===== src/hdl/hes_pkg.sv =====
// Purpose: Shared constants, types and functions of the EDC slice
// Assumes: 16-bit slice, Hsiao-style odd-weight code over 6 check bits
// Notes:   Each latch is a clock-enabled register
package hes_pkg;

  // Word and check-bit widths
  localparam int DATA_W     = 16;
  localparam int CB_IN_W    = 7;
  localparam int CB_W_16    = 6;
  localparam int CB_W_32    = 7;
  localparam int CB_W_64    = 8;
  localparam int BYTE_W     = 8;

  // Diagnostic latch layout: check byte low, control byte high
  localparam int DIAG_CB_LSB      = 0;
  localparam int CTL_DETECT_BIT   = 8;
  localparam int CTL_CORRECT_BIT  = 9;
  localparam int CTL_DIAG_BIT     = 10;
  localparam logic [15:0] DIAG_RST = 16'h0000;

  // APB register byte addresses
  localparam logic [7:0] ADDR_CTRL   = 8'h00;
  localparam logic [7:0] ADDR_STATUS = 8'h04;
  localparam logic [7:0] ADDR_DIAG   = 8'h08;
  localparam int         CTRL_INT_BIT = 0;
  localparam int         ST_ERR_BIT   = 7;
  localparam int         ST_MULT_BIT  = 8;
  localparam int         ST_MODE_LSB  = 12;
  localparam logic [31:0] CTRL_RST   = 32'h0000_0000;

  // Operating modes
  typedef enum logic [2:0] {
    HES_GEN,
    HES_DETECT,
    HES_CORRECT,
    HES_DIAG_DETECT,
    HES_DIAG_CORRECT
  } hes_mode_e;

  // Code column of each data bit (distinct, weight three)
  function automatic logic [CB_W_16-1:0] hes_col(input int idx);
    logic [CB_W_16-1:0] c;
    c = 6'h00;
    case (idx)
      0:  c = 6'h07;
      1:  c = 6'h0B;
      2:  c = 6'h0D;
      3:  c = 6'h0E;
      4:  c = 6'h13;
      5:  c = 6'h15;
      6:  c = 6'h16;
      7:  c = 6'h19;
      8:  c = 6'h1A;
      9:  c = 6'h1C;
      10: c = 6'h23;
      11: c = 6'h25;
      12: c = 6'h26;
      13: c = 6'h29;
      14: c = 6'h2A;
      15: c = 6'h2C;
      default: c = 6'h00;
    endcase
    return c;
  endfunction : hes_col

  // Mode from detect, correct and diagnostic selects
  function automatic hes_mode_e hes_mode_f(input logic det, input logic cor,
                                           input logic dia);
    hes_mode_e m;
    m = HES_GEN;
    if (det)
    begin
      if (dia)
        m = cor ? HES_DIAG_CORRECT : HES_DIAG_DETECT;
      else
        m = cor ? HES_CORRECT : HES_DETECT;
    end
    return m;
  endfunction : hes_mode_f

endpackage : hes_pkg


===== src/hdl/hes_checkgen.sv =====
// Purpose: Check-bit generator over one 16-bit data word
// Assumes: Combinational, fed from the input data latch
// Notes:   Check bit j is the parity of the data bits whose column has bit j
`timescale 1ns/10ps
module hes_checkgen
  import hes_pkg::*;
(
  input  wire logic [hes_pkg::DATA_W-1:0]  data_in,
  output logic      [hes_pkg::CB_W_16-1:0] check_out
);

  // Parity tree per check bit
  always_comb
  begin
    check_out = '0;
    for (int i = 0; i < DATA_W; i++)
    begin
      if (data_in[i])
        check_out = check_out ^ hes_col(i);
    end
  end

endmodule : hes_checkgen


===== src/hdl/hes_corrector.sv =====
// Purpose: Syndrome decode and single data-bit correction
// Assumes: Syndrome is stored XOR regenerated check bits
// Notes:   Check-bit errors flag but leave data unchanged
`timescale 1ns/10ps
module hes_corrector
  import hes_pkg::*;
(
  input  wire logic [hes_pkg::CB_W_16-1:0] syndrome,
  input  wire logic [hes_pkg::DATA_W-1:0]  data_in,
  output logic      [hes_pkg::DATA_W-1:0]  data_fix,
  output logic                             any_err,
  output logic                             multi_err,
  output logic                             data_single
);

  // Locate the bit whose column equals the syndrome
  always_comb
  begin
    data_fix    = data_in;
    data_single = 1'b0;
    any_err     = |syndrome;
    for (int i = 0; i < DATA_W; i++)
    begin
      if (syndrome == hes_col(i))
      begin
        data_fix[i] = ~data_in[i];
        data_single = 1'b1;
      end
    end
    // Even weight or unmatched odd weight above one means several errors
    multi_err = any_err && !data_single && ($countones(syndrome) != 1);
  end

endmodule : hes_corrector


===== src/hdl/hes_slice.sv =====
// Purpose: 16-bit Hamming error detection and correction slice
// Assumes: All pin inputs synchronous to sys_clk; APB slave with no wait
// Notes:   Latches are modelled as enable-gated registers
`timescale 1ns/10ps
module hes_slice
  import hes_pkg::*;
(
  input  wire logic                         sys_clk,
  input  wire logic                         nrst,
  input  wire logic                         clk_en,
  input  wire logic [hes_pkg::DATA_W-1:0]   data_i,
  output logic      [hes_pkg::DATA_W-1:0]   data_o,
  output logic      [hes_pkg::DATA_W-1:0]   data_oe,
  input  wire logic [hes_pkg::CB_IN_W-1:0]  cb_i,
  input  wire logic                         input_capture_enable,
  input  wire logic                         result_capture_enable,
  input  wire logic                         diag_capture_enable,
  input  wire logic                         bypass_to_result,
  input  wire logic                         detect_sel,
  input  wire logic                         correct_sel,
  input  wire logic                         diag_sel,
  input  wire logic [1:0]                   byte_out_en,
  output logic      [hes_pkg::CB_IN_W-1:0]  sc_o,
  output logic                              error_n,
  output logic                              mult_error_n,
  input  wire logic [7:0]                   paddr,
  input  wire logic                         psel,
  input  wire logic                         penable,
  input  wire logic                         pwrite,
  input  wire logic [31:0]                  pwdata,
  output logic [31:0]                       prdata,
  output logic                              pready,
  output logic                              pslverr
);

  logic [DATA_W-1:0]  in_data_ff;
  logic [CB_IN_W-1:0] in_cb_ff;
  logic [DATA_W-1:0]  diag_ff;
  logic [DATA_W-1:0]  out_ff;
  logic [CB_IN_W-1:0] sc_ff;
  logic               err_n_ff;
  logic               mult_n_ff;
  logic [31:0]        ctrl_ff;
  logic [31:0]        prdata_ff;
  logic [CB_W_16-1:0] gen_cb;
  logic [CB_W_16-1:0] used_cb;
  logic [CB_W_16-1:0] syndrome;
  logic [DATA_W-1:0]  fixed_data;
  logic               any_err;
  logic               multi_err;
  logic               data_single;
  logic               internal_mode;
  logic               chk_mode;
  logic               cor_mode;
  logic               diag_cb_mode;
  logic [DATA_W-1:0]  nxt_out;
  logic [CB_IN_W-1:0] nxt_sc;
  logic [31:0]        nxt_rdata;
  logic               apb_setup;
  logic               apb_access;
  logic               addr_hit;
  hes_mode_e          mode;

  // Input data and check-bit latches
  // Follow while enabled
  always_ff @(posedge sys_clk or negedge nrst)
  begin
    if (!nrst)
    begin
      in_data_ff <= '0;
      in_cb_ff   <= '0;
    end
    else if (clk_en && input_capture_enable)
    begin
      in_data_ff <= data_i;
      in_cb_ff   <= cb_i;
    end
  end

  // Diagnostic latch
  // Load from data lines
  always_ff @(posedge sys_clk or negedge nrst)
  begin
    if (!nrst)
      diag_ff <= DIAG_RST;
    else if (clk_en && diag_capture_enable)
      diag_ff <= data_i;
  end

  // Mode source: pins, or control byte in internal mode
  // Select control source
  always_comb
  begin
    internal_mode = ctrl_ff[CTRL_INT_BIT];
    if (internal_mode)
      mode = hes_mode_f(diag_ff[CTL_DETECT_BIT], diag_ff[CTL_CORRECT_BIT],
                        diag_ff[CTL_DIAG_BIT]);
    else
      mode = hes_mode_f(detect_sel, correct_sel, diag_sel);
  end

  // Mode decode into datapath controls
  // Generation versus detect/correct
  always_comb
  begin
    chk_mode     = (mode != HES_GEN);
    cor_mode     = (mode == HES_CORRECT) || (mode == HES_DIAG_CORRECT);
    diag_cb_mode = (mode == HES_DIAG_DETECT) || (mode == HES_DIAG_CORRECT);
  end

  // Check-bit generator
  // Six bits over sixteen
  hes_checkgen u_gen (
    .data_in   (in_data_ff),
    .check_out (gen_cb)
  );

  // Stored check bits, forced from diagnostic byte in diagnostic modes
  // Diagnostic check bits
  always_comb
  begin
    if (diag_cb_mode)
      used_cb = diag_ff[DIAG_CB_LSB +: CB_W_16];
    else
      used_cb = in_cb_ff[CB_W_16-1:0];
  end

  assign syndrome = gen_cb ^ used_cb;

  // Syndrome decode and correction
  // Decode and flip
  hes_corrector u_fix (
    .syndrome    (syndrome),
    .data_in     (in_data_ff),
    .data_fix    (fixed_data),
    .any_err     (any_err),
    .multi_err   (multi_err),
    .data_single (data_single)
  );

  // Syndrome or generated check bits for the dedicated outputs
  // Syndrome, never corrected bits
  always_comb
  begin
    nxt_sc = '0;
    if (chk_mode)
      nxt_sc[CB_W_16-1:0] = syndrome;
    else
      nxt_sc[CB_W_16-1:0] = gen_cb;
  end

  // Registered syndrome and error flags
  // Active-low flags
  always_ff @(posedge sys_clk or negedge nrst)
  begin
    if (!nrst)
    begin
      sc_ff     <= '0;
      err_n_ff  <= 1'b1;
      mult_n_ff <= 1'b1;
    end
    else if (clk_en)
    begin
      sc_ff     <= nxt_sc;
      err_n_ff  <= !(chk_mode && any_err);
      mult_n_ff <= !(chk_mode && multi_err);
    end
  end

  // Result source: bypass, corrected, or raw word
  // Choose result source
  always_comb
  begin
    if (bypass_to_result || !cor_mode)
      nxt_out = in_data_ff;
    else
      nxt_out = fixed_data;
  end

  // Result latch
  // Load on enable
  always_ff @(posedge sys_clk or negedge nrst)
  begin
    if (!nrst)
      out_ff <= '0;
    else if (clk_en && (result_capture_enable || bypass_to_result))
      out_ff <= nxt_out;
  end

  // Byte-wise drive of the data lines
  // Independent byte enables
  assign data_o  = out_ff;
  assign data_oe = {{BYTE_W{byte_out_en[1]}}, {BYTE_W{byte_out_en[0]}}};
  assign sc_o         = sc_ff;
  assign error_n      = err_n_ff;
  assign mult_error_n = mult_n_ff;

  // APB phase and address decode
  assign apb_setup  = psel && !penable;
  assign apb_access = psel && penable;
  assign addr_hit   = (paddr == ADDR_CTRL) || (paddr == ADDR_STATUS) ||
                      (paddr == ADDR_DIAG);
  assign pready     = 1'b1;
  assign pslverr    = apb_access && !addr_hit;
  assign prdata     = prdata_ff;

  // Control register write
  always_ff @(posedge sys_clk or negedge nrst)
  begin
    if (!nrst)
      ctrl_ff <= CTRL_RST;
    else if (apb_access && pwrite && (paddr == ADDR_CTRL))
      ctrl_ff <= {31'h0000_0000, pwdata[CTRL_INT_BIT]};
  end

  // Read mux
  always_comb
  begin
    nxt_rdata = '0;
    unique case (paddr)
      ADDR_CTRL:   nxt_rdata = ctrl_ff;
      ADDR_STATUS:
      begin
        nxt_rdata[CB_IN_W-1:0]           = sc_ff;
        nxt_rdata[ST_ERR_BIT]            = !err_n_ff;
        nxt_rdata[ST_MULT_BIT]           = !mult_n_ff;
        nxt_rdata[ST_MODE_LSB +: 3]      = mode;
      end
      ADDR_DIAG:   nxt_rdata[DATA_W-1:0] = diag_ff;
      default:     nxt_rdata = '0;
    endcase
  end

  // Read data captured in the setup cycle
  always_ff @(posedge sys_clk or negedge nrst)
  begin
    if (!nrst)
      prdata_ff <= '0;
    else if (apb_setup && !pwrite)
      prdata_ff <= nxt_rdata;
  end

  // Check byte of the diagnostic latch, for the a_diag_cb check below
  logic [CB_W_16-1:0] diag_cb;
  assign diag_cb = diag_ff[DIAG_CB_LSB +: CB_W_16];
endmodule : hes_slice


===== config.mk =====
export PLATFORM = sky130hd
export DESIGN_NAME = hes_slice
export DESIGN_NICKNAME = d
export VERILOG_FILES = /design/src/hdl/hes_pkg.sv /design/src/hdl/hes_checkgen.sv /design/src/hdl/hes_corrector.sv /design/src/hdl/hes_slice.sv
export SDC_FILE = /design/constraint.sdc
export NUM_CORES = 1
export LEC_CHECK = 0
export BUFFER_PORTS_ARGS = -buffer_cell sky130_fd_sc_hd__clkbuf_2
export CAP_MARGIN = 10
export CORE_AREA = 5 5 108 110
export DETAILED_ROUTE_END_ITERATION = 8
export DIE_AREA = 0 0 113 115
export GPL_TIMING_DRIVEN = 0
export PLACE_DENSITY = 0.78
export SETUP_SLACK_MARGIN = 0.02
export SLEW_MARGIN = 5
export SYNTH_ARGS = -nofsm -noshare
export SYNTH_HDL_FRONTEND = slang
export SYNTH_SLANG_ARGS = --single-unit

===== constraint.sdc =====
create_clock -name sys_clk -period 6.5 [get_ports sys_clk]
set_input_delay 1.3 -clock sys_clk [delete_from_list [all_inputs] [get_ports sys_clk]]
set_output_delay 1.3 -clock sys_clk [all_outputs]
set_load 0.02 [all_outputs]

==> results of run 1 <==
[stage by stage]
stage          cells  hold WS, ns  cell area [sq um]
2_1_floorplan    453        0.461               4660
3_3_place_gp     692        0.452               5330
3_5_place_dp     693        0.457               5360
4_1_cts          709        0.477               5580
5_1_grt          709        0.499               5580
6_report         709        0.470               5580
[cells by family (layout without fill, tap and decap cells)]
family | count (synthesis) | after routing | share of synthesized area
compound gates | 57 | 57 | 0.0786
xor+xnor | 61 | 61 | 0.131
fa+ha+maj | 9 | 9 | 0.0278
buf+inv | 53 | 169 | 0.0710
flops | 79 | 79 | 0.430
mux | 49 | 49 | 0.123
other cells | 2 | 18 | 0.00163
simple gates | 127 | 127 | 0.136
[sequential cells by signal, indices dropped and copies added, names as in the netlist]
signal / flops
data_o: 16
diag_ff: 16
in_data_ff: 16
prdata: 16
in_cb_ff: 6
sc_o: 6
ctrl_ff: 1
error_n: 1
mult_error_n: 1
[power by group through the flow]
stage | registers, mW | logic, mW | clock network [mW]
3_3_place_gp | 0.664 | 1.34 | 0
5_1_grt | 0.669 | 1.55 | 0.434
2_1_floorplan | 0.701 | 0.999 | 0
4_1_cts | 0.657 | 1.40 | 0.416
6_report | 0.658 | 1.41 | 0.412
3_5_place_dp | 0.666 | 1.39 | 0
[worst max-delay path, delay by kind of cell]
| kind | cells | cell delay (ns) |
|---|---|---|
| buffers and inverters | 3 | 0.74 |
| and+or+nand+nor | 4 | 1.38 |
[layer usage]
metal / wire (microns) / global-route usage / vias up
met5: 0 / 0 / -
met4: 193 / 0.0561 / 0
met3: 922 / 0.0405 / 16
met2: 5340 / 0.295 / 139
met1: 4950 / 0.235 / 1664
li1: - / - / 1680
[path summary, 6_finish.rpt]
path	start	depth (start not counted)	to
max	paddr[7]	7	pslverr
min	prdata[9]$_DFFE_PN0P_	2	prdata[9]$_DFFE_PN0P_
max reg2reg	diag_ff[9]$_DFFE_PN0P_	13	mult_error_n$_DFFE_PN1P_
min reg2reg	prdata[9]$_DFFE_PN0P_	2	prdata[9]$_DFFE_PN0P_
max in group asynchronous	nrst	2	error_n$_DFFE_PN1P_
min in group asynchronous	nrst	1	data_o[14]$_DFFE_PN0P_
[placed cells by master, fill, tap and decap left out, drive strengths merged, types with 4 or more instances in the layout]
cell type    n
conb        18
nand2       59
ha           7
nand3        6
clkbuf     120
inv          8
a21oi       12
o21ai       27
a221oi       4
xor2        13
nor3        19
mux2        42
xnor2       48
nor2        30
a22oi        5
a211oi       4
buf         37
dfrtp       77
mux2i        7
[final cells by class]
cell class | count | area [sq um]
Multi-Input combinational cell | 321 | 2350
Sequential cell | 79 | 1980
Inverter | 6 | 22.5
Timing Repair Buffer | 100 | 526
Fill cell | 974 | 5020
Tap cell | 140 | 175
Clock buffer | 10 | 128
Buffer | 47 | 304
Clock inverter | 6 | 92.6
==> results.rst, run 1 <==
.. list-table::
   :header-rows: 1

   * - Metric
     - Value
   * - Htree depth
     - 3
   * - Crit-path max FO
     - 10
   * - Tightest Pin Transition
     - 1.14 ns
   * - Sequential element share of the synthesized area
     - 0.430
   * - Type of the most critical hold path
     - reg2reg
   * - Startpoint Class
     - primary input
   * - Proportion of layout cells with a drive suffix above 1
     - 0.399
   * - RSZ-0062 raised after global routing
     - false
   * - Final wirelength
     - 11,400 microns
   * - Combinational Power Share
     - 0.568
   * - Ratio of total power to cell area
     - 444 nW/um^2
   * - Clk pin slew, worst setup/hold paths
     - 0.08 ns
   * - Post-DP HPWL
     - 9160 microns
   * - Via count of the first global-routing pass
     - 3,519
   * - Total grt overflow
     - 0
   * - Drt first-iter violations
     - 238
   * - Relative slew slack
     - 0.235
   * - Initial antenna violation count
     - 0
   * - # DRC
     - 0
   * - Gates resized, CTS repair
     - 0
   * - Vias
     - 3,499
   * - Maximum number of pins on one net before global-route repair
     - 63
   * - Worst path required time
     - 5.20 ns
   * - Library cell appearing most often on the critical path
     - sky130_fd_sc_hd__clkbuf_2
   * - I/O pins
     - 153
   * - Count of standard-cell rows
     - 38
   * - Yosys warns
     - 0
   * - Hold Fails Final Rpt
     - 0
   * - Wire length per cell
     - 16.1 microns
   * - Final worst-path cycle share
     - 0.726
   * - Post-synthesis cell type count
     - 46
   * - Total Power
     - 2.48 mW
   * - Commonest cells in the netlist
     - sky130_fd_sc_hd__dfrtp_1 (77), sky130_fd_sc_hd__nand2_1 (53), sky130_fd_sc_hd__mux2_2 (42), sky130_fd_sc_hd__xnor2_1 (42), sky130_fd_sc_hd__buf_4 (34)
   * - Last weighted congestion value of the routability-driven placer
     - 0.909
   * - Final Max Tran Viols
     - 0
   * - Kind of end point of the critical path
     - output pin
   * - Worst-skew pair later-pin latency
     - 0.37 ns
   * - Mean cell area of the mapped netlist
     - 10.5 sq um
   * - Core occupancy in the finished layout
     - 0.526
   * - Shortest clock period the worst path allows after layout
     - 4.72 ns
   * - Core Footprint
     - 10,600 sq um
   * - Buffer count from post-CTS setup fixing
     - 0
   * - Cts-stage hold buffer count
     - 0
   * - Setup Slack @ Placement
     - 1.54 ns
   * - Largest buffer count on any clock path
     - 2
   * - Gate count of the mapped netlist
     - 437
   * - Number of buffers inserted during clock tree synthesis
     - 9
   * - Sequential share of power
     - 0.266
   * - Worst Clk Skew
     - 0.00987 ns
   * - Clock tree from TritonCTS
     - done
   * - Most frequently used cell type in the post-synthesis netlist
     - sky130_fd_sc_hd__dfrtp_1
   * - Synth Flop Type
     - sky130_fd_sc_hd__dfrtp_1
   * - Cell at the root of the clock tree
     - sky130_fd_sc_hd__clkbuf_8
   * - Type of the setup path with the least slack
     - in2out
   * - Wire length of the first global-routing pass
     - 18,400 microns
   * - Die extent in y
     - 115 microns
   * - Max rail drop VDD
     - 0.000259 V
   * - Data arrival time at the worst-slack endpoint
     - 3.42 ns
   * - Synth area leaders
     - sky130_fd_sc_hd__dfrtp_1 (42%), sky130_fd_sc_hd__mux2_2 (10%), sky130_fd_sc_hd__xnor2_1 (8.0%)
   * - # diodes
     - 0
   * - Share of the synthesized area in the top cell type
     - 0.419
   * - # port buffers
     - 99
   * - Average vias per placed instance
     - 4.94
   * - Number of enable-type register cells in the synthesized netlist
     - 0
   * - Net Sw Frac
     - 0.464
   * - Minimum setup slack in the final design
     - 1.78 ns
   * - Final antenna-violating net count
     - 0
   * - TNS Setup
     - 0 ns
   * - Worst-case register-to-register setup slack
     - 2.40 ns
   * - Post-layout net count
     - 651
   * - Global routing usage summed across all routing layers
     - 0.179
   * - Chain of cells forming the critical path
     - clkbuf_2, nor4_1, nand2_1, nor3b_1, clkbuf_1, nor3_1, clkbuf_2
   * - Area Growth Syn to Fin
     - 21.3%
   * - Initial standard-cell utilization of the core
     - 0.434
   * - Status
     - completed
   * - Standby leakage power
     - 2.58 nW
   * - Synth async-reset ratio
     - 1.00
   * - Area of the die
     - 13,000 sq um
   * - Number of maximum-capacitance constraint violations
     - 0
   * - Clock power frac
     - 0.166
   * - Post-synth design cell area
     - 4600 sq um
   * - Clk sinks
     - 79
   * - First drt pass iteration count
     - 4
   * - Area leader, netlist
     - sky130_fd_sc_hd__dfrtp_1
   * - Horizontal die dimension
     - 113 microns
   * - Switching component of the power
     - 1.15 mW
   * - Critical Path Slowest Stage Cell
     - sky130_fd_sc_hd__nor3b_1
   * - Final count of negative-setup-slack endpoints
     - 0
   * - Worst stage delay on the critical path
     - 0.92 ns
   * - Register bit count reported by yosys
     - 79
   * - Maximum operating frequency
     - 212 MHz
   * - Total internal power
     - 1.33 mW
Note: power is estimated with default switching activity, not from simulation.
==> run 2, diff against run 1 <==
--- a/config.mk
+++ b/config.mk
@@ -11,7 +11,7 @@
 export DETAILED_ROUTE_END_ITERATION = 8
 export DIE_AREA = 0 0 113 115
 export GPL_TIMING_DRIVEN = 0
-export PLACE_DENSITY = 0.78
+export PLACE_DENSITY = 0.81
 export SETUP_SLACK_MARGIN = 0.02
 export SLEW_MARGIN = 5
 export SYNTH_ARGS = -nofsm -noshare
==> constraint.sdc (replaced) <==
create_clock -name sys_clk -period 3.93 [get_ports sys_clk]
set_input_delay 0.786 -clock sys_clk [delete_from_list [all_inputs] [get_ports sys_clk]]
set_output_delay 0.786 -clock sys_clk [all_outputs]
set_load 0.02 [all_outputs]
==> run 2 against run 1 <==
Net effect:
- critical path depth is 8 higher
- total power is 73% higher
- worst hold slack worse by 0.11 ns
- sequential power is 67% higher
- critical endpoint is now mult_error_n$_DFFE_PN1P_
- largest cell class unchanged
- highest routed layer unchanged
==> results.rst, run 2 (synthesis gave the netlist of run 1 again) <==
.. list-table::
   :header-rows: 1

   * - Metric
     - Value
   * - Number of fill cells in the layout
     - 927
   * - Total grt overflow
     - 0
   * - Worst path required time
     - 4.20 ns
   * - Type of the setup path with the least slack
     - in2reg
   * - Tightest Pin Transition
     - 1.22 ns
   * - Worst stage delay on the critical path
     - 0.43 ns
   * - Area Growth Syn to Fin
     - 24.7%
   * - Combinational Power Share
     - 0.604
   * - Total internal power
     - 2.31 mW
   * - Worst slack on hold paths
     - 0.357 ns
   * - Initial antenna violation count
     - 0
   * - Worst-skew pair later-pin latency
     - 0.35 ns
   * - Clock power frac
     - 0.140
   * - Initial standard-cell utilization of the core
     - 0.434
   * - Average vias per placed instance
     - 4.95
   * - Kind of end point of the critical path
     - register
   * - Via count of the first global-routing pass
     - 3,635
   * - Clk pin slew, worst setup/hold paths
     - 0.08 ns
   * - Inst Count DP
     - 693
   * - Global routing usage summed across all routing layers
     - 0.180
   * - Final count of negative-setup-slack endpoints
     - 0
   * - Most frequent cells in the layout
     - sky130_fd_sc_hd__clkbuf_2 (98), sky130_fd_sc_hd__dfrtp_1 (77), sky130_fd_sc_hd__nand2_1 (52)
   * - Proportion of layout cells with a drive suffix above 1
     - 0.416
   * - Post-layout net count
     - 656
   * - Relative slew slack
     - 0.186
   * - Horizontal die dimension
     - 113 microns
   * - Drt first-iter violations
     - 174
   * - Commonest non-fill, non-tap cell in the layout
     - sky130_fd_sc_hd__clkbuf_2
   * - Area of the die
     - 13,000 sq um
   * - Final antenna-violating net count
     - 0
   * - Chain of cells forming the critical path
     - clkbuf_2, ha_1, and3b_1, o211a_1, mux2i_4, buf_12, mux2i_4, xnor2_2, nand2_2, inv_1, fa_1, ha_1, nor4b_2, a211oi_1, a41oi_1
   * - # diodes
     - 0
   * - # DRC
     - 0
   * - Type of the most critical hold path
     - in2async
   * - Last weighted congestion value of the routability-driven placer
     - 0.889
   * - Final wirelength
     - 11,600 microns
   * - Data arrival time at the worst-slack endpoint
     - 4.10 ns
   * - Switching component of the power
     - 1.98 mW
   * - Number of buffers inserted during clock tree synthesis
     - 9
   * - Vias
     - 3,535
   * - Die extent in y
     - 115 microns
   * - I/O pins
     - 153
   * - Final non-filler cell total
     - 714
   * - Status
     - completed
   * - Largest buffer count on any clock path
     - 2
   * - Net Sw Frac
     - 0.461
   * - Final worst-path cycle share
     - 0.973
   * - Wire length of the first global-routing pass
     - 18,500 microns
   * - Critical Path Slowest Stage Cell
     - sky130_fd_sc_hd__fa_1
   * - Maximum number of pins on one net before global-route repair
     - 58
   * - Shortest clock period the worst path allows after layout
     - 3.83 ns
   * - Number of maximum-capacitance constraint violations
     - 0
   * - Worst Clk Skew
     - 0.00713 ns
   * - Cell at the root of the clock tree
     - sky130_fd_sc_hd__clkbuf_8
   * - Final Max Tran Viols
     - 0
   * - Crit-path max FO
     - 6
   * - Sequential share of power
     - 0.257
   * - Maximum operating frequency
     - 261 MHz
   * - Cts-stage hold buffer count
     - 0
   * - Wire length per cell
     - 16.3 microns
   * - Ratio of total power to cell area
     - 748 nW/um^2
   * - Htree depth
     - 3
   * - Max rail drop VDD
     - 0.000515 V
   * - WP buf/inv
     - 3
   * - Clk sinks
     - 79
   * - Startpoint Class
     - primary input
   * - Clock tree from TritonCTS
     - done
   * - Core Footprint
     - 10,600 sq um
   * - Hold Fails Final Rpt
     - 0
   * - # port buffers
     - 99
   * - Top cell family by delay on the critical path
     - adder cells
   * - RSZ-0062 raised after global routing
     - false
   * - Count of standard-cell rows
     - 38
   * - Standby leakage power
     - 2.62 nW
   * - First drt pass iteration count
     - 4
   * - Post-DP HPWL
     - 9300 microns
==> run 2: layout make-up <==
cell class	instances	area, sq um	share of cell area
multi-input combinational	321	2470	0.431
sequential	79	1980	0.345
timing repair buffer	105	588	0.103
buffer	47	304	0.0530
tap	140	175	0.0306
clock buffer	13	149	0.0260
clock inverter	3	42.5	0.00742
inverter	6	22.5	0.00393
==> run 2: final timing paths <==
kind,from,to,slack (ns),depth (start not counted)
max,correct_sel,mult_error_n$_DFFE_PN1P_,0.10,15
min,nrst,diag_ff[3]$_DFFE_PN0P_,0.36,1
max reg2reg,diag_ff[9]$_DFFE_PN0P_,mult_error_n$_DFFE_PN1P_,0.18,15
min reg2reg,prdata[15]$_DFFE_PN0P_,prdata[15]$_DFFE_PN0P_,0.47,2
max in group asynchronous,nrst,mult_error_n$_DFFE_PN1P_,2.93,2
min in group sys_clk,prdata[15]$_DFFE_PN0P_,prdata[15]$_DFFE_PN0P_,0.47,2
==> run 2: power groups by stage <==
stage	Clock, mW	Combinational, mW	Sequential, mW
6_report	0.598	2.59	1.10
4_1_cts	0.614	2.42	1.10
3_5_place_dp	0	2.40	1.11
2_1_floorplan	0	1.76	1.16
3_3_place_gp	0	2.35	1.10
5_1_grt	0.645	2.79	1.12
==> run 2: what timing repair did <==
| item | CTS | global route |
|---|---|---|
| gates resized for setup | 0 | 11 |
| buffers inserted | 1 | 4 |
| endpoints found under the setup margin | 1 | 1 |
==> run 2: routing by layer <==
layer	wire length [microns]	global-route usage	share of wire	vias to the layer above
met5	0	0	0	-
met1	4950	0.235	0.43	1720
met4	89	0.0449	0.0077	0
met3	813	0.0432	0.070	8
met2	5750	0.301	0.50	120
li1	-	-	-	1687
==> run 2: per-stage QoR <==
stage               utilization  setup TNS, ns  instance area [sq um]  power, mW  setup WS (ns)
floorplan                     -              0                   4700       2.92         0.0366
global placement          0.507         -0.419                   5380       3.46         -0.419
detailed placement        0.510         -0.513                   5410       3.52         -0.513
CTS                       0.530              0                   5620       4.13         0.0449
global route              0.541              0                   5730       4.55         0.0240
finish                    0.541              0                   5730       4.29          0.104
